File: config.mk
export PLATFORM = sky130hd
export DESIGN_NAME = pdsc_port_drive_slew_control
export DESIGN_NICKNAME = d
export VERILOG_FILES = /design/src/common/pdsc_pkg.sv /design/src/rtl/pdsc_port_drive_slew_control.sv
export SDC_FILE = /design/constraint.sdc
export NUM_CORES = 1
export LEC_CHECK = 0
export BUFFER_PORTS_ARGS = -buffer_cell sky130_fd_sc_hd__clkbuf_2
export CAP_MARGIN = 5
export CORE_MARGIN = 2
export CORE_UTILIZATION = 44
export CTS_BUF_LIST = sky130_fd_sc_hd__clkbuf_2 sky130_fd_sc_hd__clkbuf_4 sky130_fd_sc_hd__clkbuf_8
export DETAILED_ROUTE_END_ITERATION = 12
export GPL_ROUTABILITY_DRIVEN = 0
export GPL_TIMING_DRIVEN = 1
export PLACE_DENSITY_LB_ADDON = 0.05
export SLEW_MARGIN = 20
export SYNTH_ARGS = -nofsm -noshare
export SYNTH_HDL_FRONTEND = slang
export SYNTH_SLANG_ARGS = --single-unit
File: constraint.sdc
create_clock -name aclk -period 2.3 [get_ports aclk]
set_input_delay 0.345 -clock aclk [delete_from_list [all_inputs] [get_ports aclk]]
set_output_delay 0.345 -clock aclk [all_outputs]
set_load 0.05 [all_outputs]
File: src/common/pdsc_pkg.sv
// package for the port drive and slew control block
package pdsc_pkg;

    // ------------------------------------------------------------
    // register map
    // ------------------------------------------------------------
    localparam logic [11:0] ADDR_DRIVE_TYPE = 12'h000;
    localparam logic [11:0] ADDR_SLEW_LIMIT = 12'h004;
    localparam logic [11:0] ADDR_PAD_STATUS = 12'h008;
    localparam logic [11:0] ADDR_PORT_OUT   = 12'h00c;

    // ------------------------------------------------------------
    // field layout and reset values
    // ------------------------------------------------------------
    localparam int          PIN_COUNT      = 6;
    localparam logic [7:0]  IMPL_MASK      = 8'h37;
    localparam logic [7:0]  DRIVE_RST      = 8'h00;
    localparam logic [7:0]  SLEW_RST       = 8'h37;
    localparam logic [7:0]  PORT_OUT_RST   = 8'h00;
    localparam logic [1:0]  RESP_OKAY      = 2'b00;
    localparam logic [1:0]  RESP_SLVERR    = 2'b10;

    // per-pin pad control carried to the pad ring
    typedef struct packed {
        logic open_drain_select;
        logic slew_limit_select;
        logic drive_low_n;
        logic out_level;
    } pdsc_pad_type;

endpackage

File: src/rtl/pdsc_port_drive_slew_control.sv
// port drive type and slew rate control with axi4-lite registers
`timescale 1ns/10ps
module pdsc_port_drive_slew_control #(
    parameter int PINS = 6
) (
    // clock and reset
    input  wire logic              aclk,
    input  wire logic              aresetn,
    // axi4-lite write address
    input  wire logic [11:0]       s_axi_awaddr,
    input  wire logic              s_axi_awvalid,
    output logic                   s_axi_awready,
    // axi4-lite write data
    input  wire logic [31:0]       s_axi_wdata,
    input  wire logic [3:0]        s_axi_wstrb,
    input  wire logic              s_axi_wvalid,
    output logic                   s_axi_wready,
    // axi4-lite write response
    output logic [1:0]             s_axi_bresp,
    output logic                   s_axi_bvalid,
    input  wire logic              s_axi_bready,
    // axi4-lite read address
    input  wire logic [11:0]       s_axi_araddr,
    input  wire logic              s_axi_arvalid,
    output logic                   s_axi_arready,
    // axi4-lite read data
    output logic [31:0]            s_axi_rdata,
    output logic [1:0]             s_axi_rresp,
    output logic                   s_axi_rvalid,
    input  wire logic              s_axi_rready,
    // pad side
    input  wire logic [PINS-1:0]   port_a_pins_in,
    output logic [PINS-1:0]        port_a_pin_out,
    output logic [PINS-1:0]        port_a_pin_oe_n,
    output logic [PINS-1:0]        slew_limit_select,
    output logic [PINS-1:0]        open_drain_select
);

    // ------------------------------------------------------------
    // helpers
    // ------------------------------------------------------------
    // keeps only implemented positions
    function automatic logic [7:0] impl_bits(input logic [7:0] v);
        impl_bits = v & pdsc_pkg::IMPL_MASK;
    endfunction

    // maps 8-bit register layout onto the six physical pins
    // pin i follows register bit i; pin 3 has no control, so stays zero
    function automatic logic [PINS-1:0] to_pins(input logic [7:0] v);
        logic [7:0] k;
        k = impl_bits(v);
        to_pins = PINS'(k);
    endfunction

    function automatic logic [7:0] from_pins(input logic [PINS-1:0] p);
        logic [5:0] q;
        q = 6'(p);
        from_pins = {2'b00, q[5:4], 1'b0, q[2:0]};
    endfunction

    // ------------------------------------------------------------
    // state
    // ------------------------------------------------------------
    logic [7:0]       drive_r,  drive_nxt;
    logic [7:0]       slew_r,   slew_nxt;
    logic [7:0]       out_r,    out_nxt;
    logic             awready_r, awready_nxt;
    logic             wready_r,  wready_nxt;
    logic             aw_held_r, aw_held_nxt;
    logic             w_held_r,  w_held_nxt;
    logic [11:0]      awaddr_r,  awaddr_nxt;
    logic [31:0]      wdata_r,   wdata_nxt;
    logic             wstrb0_r,  wstrb0_nxt;
    logic             bvalid_r,  bvalid_nxt;
    logic [1:0]       bresp_r,   bresp_nxt;
    logic             arready_r, arready_nxt;
    logic             rvalid_r,  rvalid_nxt;
    logic [31:0]      rdata_r,   rdata_nxt;
    logic [1:0]       rresp_r,   rresp_nxt;
    logic [PINS-1:0]  pin_meta_r, pin_sync_r;
    logic [PINS-1:0]  pad_out_r,  pad_out_nxt;
    logic [PINS-1:0]  pad_oen_r,  pad_oen_nxt;
    logic [PINS-1:0]  slew_o_r,   slew_o_nxt;
    logic [PINS-1:0]  od_o_r,     od_o_nxt;

    // ------------------------------------------------------------
    // write channel
    // ------------------------------------------------------------
    always_comb begin
        logic        aw_take;
        logic        w_take;
        logic        do_wr;
        logic [11:0] a;
        logic [31:0] d;
        logic        s0;
        aw_take     = s_axi_awvalid && awready_r;
        w_take      = s_axi_wvalid && wready_r;
        // halves taken this cycle count as held
        a           = aw_take ? s_axi_awaddr : awaddr_r;
        d           = w_take ? s_axi_wdata : wdata_r;
        s0          = w_take ? s_axi_wstrb[0] : wstrb0_r;
        // both halves present and no response pending
        do_wr       = (aw_held_r || aw_take) && (w_held_r || w_take)
                      && !bvalid_r;
        aw_held_nxt = aw_held_r || aw_take;
        w_held_nxt  = w_held_r || w_take;
        awaddr_nxt  = a;
        wdata_nxt   = d;
        wstrb0_nxt  = s0;
        drive_nxt   = drive_r;
        slew_nxt    = slew_r;
        out_nxt     = out_r;
        bvalid_nxt  = bvalid_r && !s_axi_bready;
        bresp_nxt   = bresp_r;
        if (do_wr) begin
            aw_held_nxt = 1'b0;
            w_held_nxt  = 1'b0;
            bvalid_nxt  = 1'b1;
            bresp_nxt   = pdsc_pkg::RESP_OKAY;
            unique case (a)
                pdsc_pkg::ADDR_DRIVE_TYPE: begin
                    if (s0) drive_nxt = impl_bits(d[7:0]);
                end
                pdsc_pkg::ADDR_SLEW_LIMIT: begin
                    if (s0) slew_nxt = impl_bits(d[7:0]);
                end
                pdsc_pkg::ADDR_PORT_OUT: begin
                    if (s0) out_nxt = impl_bits(d[7:0]);
                end
                pdsc_pkg::ADDR_PAD_STATUS: begin
                    bresp_nxt = pdsc_pkg::RESP_SLVERR;
                end
                default: begin
                    bresp_nxt = pdsc_pkg::RESP_SLVERR;
                end
            endcase
        end
        // accept a new half only while its slot is free
        awready_nxt = !aw_held_nxt;
        wready_nxt  = !w_held_nxt;
    end

    // ------------------------------------------------------------
    // read channel
    // ------------------------------------------------------------
    always_comb begin
        logic ar_take;
        ar_take     = s_axi_arvalid && arready_r;
        rvalid_nxt  = rvalid_r && !s_axi_rready;
        rdata_nxt   = rdata_r;
        rresp_nxt   = rresp_r;
        if (ar_take) begin
            rvalid_nxt = 1'b1;
            rresp_nxt  = pdsc_pkg::RESP_OKAY;
            unique case (s_axi_araddr)
                pdsc_pkg::ADDR_DRIVE_TYPE:
                    rdata_nxt = {24'h00_0000, impl_bits(drive_r)};
                pdsc_pkg::ADDR_SLEW_LIMIT:
                    rdata_nxt = {24'h00_0000, impl_bits(slew_r)};
                pdsc_pkg::ADDR_PORT_OUT:
                    rdata_nxt = {24'h00_0000, out_r};
                pdsc_pkg::ADDR_PAD_STATUS:
                    rdata_nxt = {24'h00_0000, from_pins(pin_sync_r)};
                default: begin
                    rdata_nxt = 32'h0000_0000;
                    rresp_nxt = pdsc_pkg::RESP_SLVERR;
                end
            endcase
        end
        // one read in flight: ready only while no answer stands
        arready_nxt = !rvalid_nxt;
    end

    // ------------------------------------------------------------
    // pad control
    // ------------------------------------------------------------
    always_comb begin
        logic [PINS-1:0] od;
        logic [PINS-1:0] lvl;
        od          = to_pins(drive_r);
        lvl         = to_pins(out_r);
        od_o_nxt    = od;
        slew_o_nxt  = to_pins(slew_r);
        pad_out_nxt = lvl & ~od;
        for (int i = 0; i < PINS; i++) begin
            if (od[i]) begin
                // open-drain: drive low for zero, release for one
                pad_oen_nxt[i] = lvl[i];
            end else begin
                pad_oen_nxt[i] = 1'b0;
            end
        end
    end

    // ------------------------------------------------------------
    // registers
    // ------------------------------------------------------------
    always_ff @(posedge aclk) begin
        if (!aresetn) begin
            drive_r    <= pdsc_pkg::DRIVE_RST;
            slew_r     <= pdsc_pkg::SLEW_RST;
            out_r      <= pdsc_pkg::PORT_OUT_RST;
            awready_r  <= 1'b0;
            wready_r   <= 1'b0;
            aw_held_r  <= 1'b0;
            w_held_r   <= 1'b0;
            awaddr_r   <= 12'h000;
            wdata_r    <= 32'h0000_0000;
            wstrb0_r   <= 1'b0;
            bvalid_r   <= 1'b0;
            bresp_r    <= pdsc_pkg::RESP_OKAY;
            arready_r  <= 1'b0;
            rvalid_r   <= 1'b0;
            rdata_r    <= 32'h0000_0000;
            rresp_r    <= pdsc_pkg::RESP_OKAY;
            pin_meta_r <= '0;
            pin_sync_r <= '0;
            pad_out_r  <= '0;
            pad_oen_r  <= '1;
            slew_o_r   <= '1;
            od_o_r     <= '0;
        end else begin
            drive_r    <= drive_nxt;
            slew_r     <= slew_nxt;
            out_r      <= out_nxt;
            awready_r  <= awready_nxt;
            wready_r   <= wready_nxt;
            aw_held_r  <= aw_held_nxt;
            w_held_r   <= w_held_nxt;
            awaddr_r   <= awaddr_nxt;
            wdata_r    <= wdata_nxt;
            wstrb0_r   <= wstrb0_nxt;
            bvalid_r   <= bvalid_nxt;
            bresp_r    <= bresp_nxt;
            arready_r  <= arready_nxt;
            rvalid_r   <= rvalid_nxt;
            rdata_r    <= rdata_nxt;
            rresp_r    <= rresp_nxt;
            // pins are asynchronous: two stages before use
            pin_meta_r <= port_a_pins_in;
            pin_sync_r <= pin_meta_r;
            pad_out_r  <= pad_out_nxt;
            pad_oen_r  <= pad_oen_nxt;
            slew_o_r   <= slew_o_nxt;
            od_o_r     <= od_o_nxt;
        end
    end

    // ------------------------------------------------------------
    // outputs
    // ------------------------------------------------------------
    assign s_axi_awready     = awready_r;
    assign s_axi_wready      = wready_r;
    assign s_axi_bvalid      = bvalid_r;
    assign s_axi_bresp       = bresp_r;
    assign s_axi_arready     = arready_r;
    assign s_axi_rvalid      = rvalid_r;
    assign s_axi_rdata       = rdata_r;
    assign s_axi_rresp       = rresp_r;
    assign port_a_pin_out    = pad_out_r;
    assign port_a_pin_oe_n   = pad_oen_r;
    assign slew_limit_select = slew_o_r;
    assign open_drain_select = od_o_r;

endmodule

==> results.json <==
{
  "status": "completed",
  "fmax_ghz": 0.475,
  "dieHeight_um": 87.1,
  "ys_types": 37,
  "final_common_cell": "dfxtp_1",
  "ios": 138,
  "fin_crit_sh_pct": 91.6,
  "start_kind": "register",
  "multi_input_area_mm2": 0.00126,
  "min_period_ns": 2.11,
  "syn_avg_cell_area_um2": 9.94,
  "final_cell_mix": "dfxtp_1 (77), clkbuf_2 (75), nand2_1 (54), conb_1 (31), a21oi_1 (20)",
  "die_w_um": 87.1,
  "holdWs_ns": 0.193,
  "place_inst": 462,
  "grt_pass1_wl_um": 9270,
  "path_class": "reg -> reg",
  "muxShareOfSynthArea_pct": 10.8,
  "grt_usage_pct": 16.2,
  "final.setup.tns_ns": 0,
  "port_buffers": 75,
  "pwr-share-comb_pct": 14.0,
  "swShare_pct": 29.4,
  "synth-seq-area-share_pct": 51.4,
  "hp-class": "in -> reg",
  "clk_path_buf_depth": 2,
  "clk_latency_ns": 0.35,
  "crit_fanout": 10,
  "synth_enable_flop_cells": 0,
  "htreeDepth": 3,
  "leakage_nw": 1.71,
  "cts_resized": 0,
  "ys_ff_latch": 78,
  "p_per_area_mw_per_mm2": 783,
  "antenna_found_initial": 0,
  "cts-root-buf": "clkbuf_8",
  "async_flop_share_pct": 0,
  "grt_pass1_vias": 2009,
  "syn_area_mm2": 0.00304,
  "netlist_top_cells_area": "dfxtp_1 (51%), buf_4 (7.9%), nand2_1 (6.7%)",
  "internal_power_mw": 2.02,
  "ys_warn_count": 0,
  "num_vias": 2196,
  "hold_viol": 0,
  "end_kind": "register",
  "final_cell_count_no_fill": 478,
  "power_frac_seq_pct": 49.5,
  "die_area_mm2": 0.00759,
  "drt_wl_total_um": 5870,
  "drv_cap": 0,
  "post_cts_buffers": 0,
  "grt_max_degree": 26,
  "ctsHoldBuffers": 0,
  "grt_overflow": 0,
  "firstDrtPassIters": 4,
  "synthDominantCellAreaShare_pct": 51.4,
  "synth_area_leader_cell": "dfxtp_1",
  "n_antenna_cell": 0,
  "dpl.hpwl_um": 4430,
  "fillCellCount": 631,
  "synth_ff_type": "dfxtp_1",
  "cts_tree": "yes",
  "syn_inst": 306,
  "p_sw_mw": 0.841,
  "wl_per_cell_um": 12.3,
  "skew_ns": 0.00629,
  "max-vdd-ir-drop_v": 0.000397,
  "power_mw": 2.86,
  "setup_viol": 0,
  "worstPathArrival_ns": 2.39,
  "clockPowerShare_pct": 36.5,
  "synth_top_family_by_area": "simple AND/OR/NAND/NOR gates",
  "cts_sinks": 78,
  "synth-xor-area-share_pct": 0,
  "synth_fa_ha_area_share_pct": 0,
  "start_util_pct": 45.0,
  "fp.coreArea_mm2": 0.00676,
  "crit_required_ns": 2.58,
  "fin_util_pct": 54.0,
  "path_clk_slew_ns": 0.08,
  "maxSlewViolCount": 0,
  "rsz0062_at_grt": "false",
  "final-seq-area_mm2": 0.00156,
  "synth-simple-area-share_pct": 17.9,
  "nets": 466,
  "viasPerCell": 4.59,
  "synth_compound_area_share_pct": 8.81,
  "rows": 30,
  "drc": 0,
  "numCtsBuffers": 9,
  "drt_iter0_markers": 69,
  "syn_to_final_growth_pct": 20.1,
  "drive_gt1_share_pct": 29.9,
  "drtAntennaViolNets": 0
}
## metal layers
metal	global-route usage, %	share of wire (%)
met3	3.89	4.9
met1	20.6	46
met4	7.13	1.9
met5	0	0
met2	26.1	47
## worst paths after layout
| kind | cells past startpoint | slack [ns] | to | startpoint |
|---|---|---|---|---|
| max | 6 | 0.19 | out_r[5] | s_axi_awready |
| min | 2 | 0.19 | pin_meta_r[1] | port_a_pins_in[1] |
| max reg2reg | 6 | 0.19 | out_r[5] | s_axi_awready |
| min reg2reg | 1 | 0.44 | pin_sync_r[2] | pin_meta_r[2] |
## sequential cells by signal (all words and copies together) (netlist names), 5 cells and up
signal / cells
wdata_r: 5
open_drain_select: 5
slew_r: 5
slew_limit_select: 5
port_a_pin_oe_n: 6
awaddr_r: 12
s_axi_rdata: 5
port_a_pin_out: 5
pin_meta_r: 5
pin_sync_r: 5
drive_r: 5
out_r: 5
## logic make-up (layout without fill, tap and decap cells)
| logic type | Yosys count | after routing |
|---|---|---|
| muxes | 26 | 26 |
| other | 1 | 31 |
| AOI/OAI and AO/OA | 33 | 33 |
| buffers and inverters | 55 | 117 |
| and+or+nand+nor | 113 | 113 |
| DFF | 78 | 78 |
## layout make-up
| type | count | share of cell area (%) |
|---|---|---|
| timing repair buffer | 89 | 13.2 |
| inverter | 12 | 1.23 |
| sequential | 78 | 42.8 |
| clock buffer | 9 | 3.39 |
| multi-input combinational | 203 | 34.4 |
| clock inverter | 7 | 2.26 |
| tap | 80 | 2.74 |
## power groups by stage
stage                     Combinational, mW  Clock [mW]  Sequential [mW]
final                                 0.399        1.05             1.42
after global routing                  0.432        1.13             1.42
after CTS                             0.403        1.07             1.42
after detailed placement              0.401           0             1.45
after global placement                0.400           0             1.45
after floorplan                       0.294           0             1.49
## per-stage QoR
stage | instance area, um^2 | setup WS [ns]
detailed placement | 3440 | 0.0910
finish | 3650 | 0.193
global placement | 3440 | 0.111
global route | 3650 | 0.0832
floorplan | 3150 | 0.0341
CTS | 3650 | 0.173
## Yosys cell counts, types with 2 or more instances
master / count
clkbuf_1: 8
nor2_1: 14
mux2i_1: 16
and2_1: 12
nand2b_1: 16
nand2_1: 54
nand3_1: 3
a21oi_1: 20
nor4_1: 6
a2111oi_4: 3
dfxtp_1: 78
mux2_1: 3
buf_4: 32
nor3_1: 2
mux4_2: 5
inv_1: 12
mux2_2: 2
## worst max-delay path: stages (launching register included)
cell and delay [ns]:
dfxtp_2 0.38, a211o_1 0.28, a2111o_1 0.47, buf_4 0.18, a2111oi_4 0.30, buf_4 0.23, mux2i_1 0.20
Power figures use the tool's default switching activity.
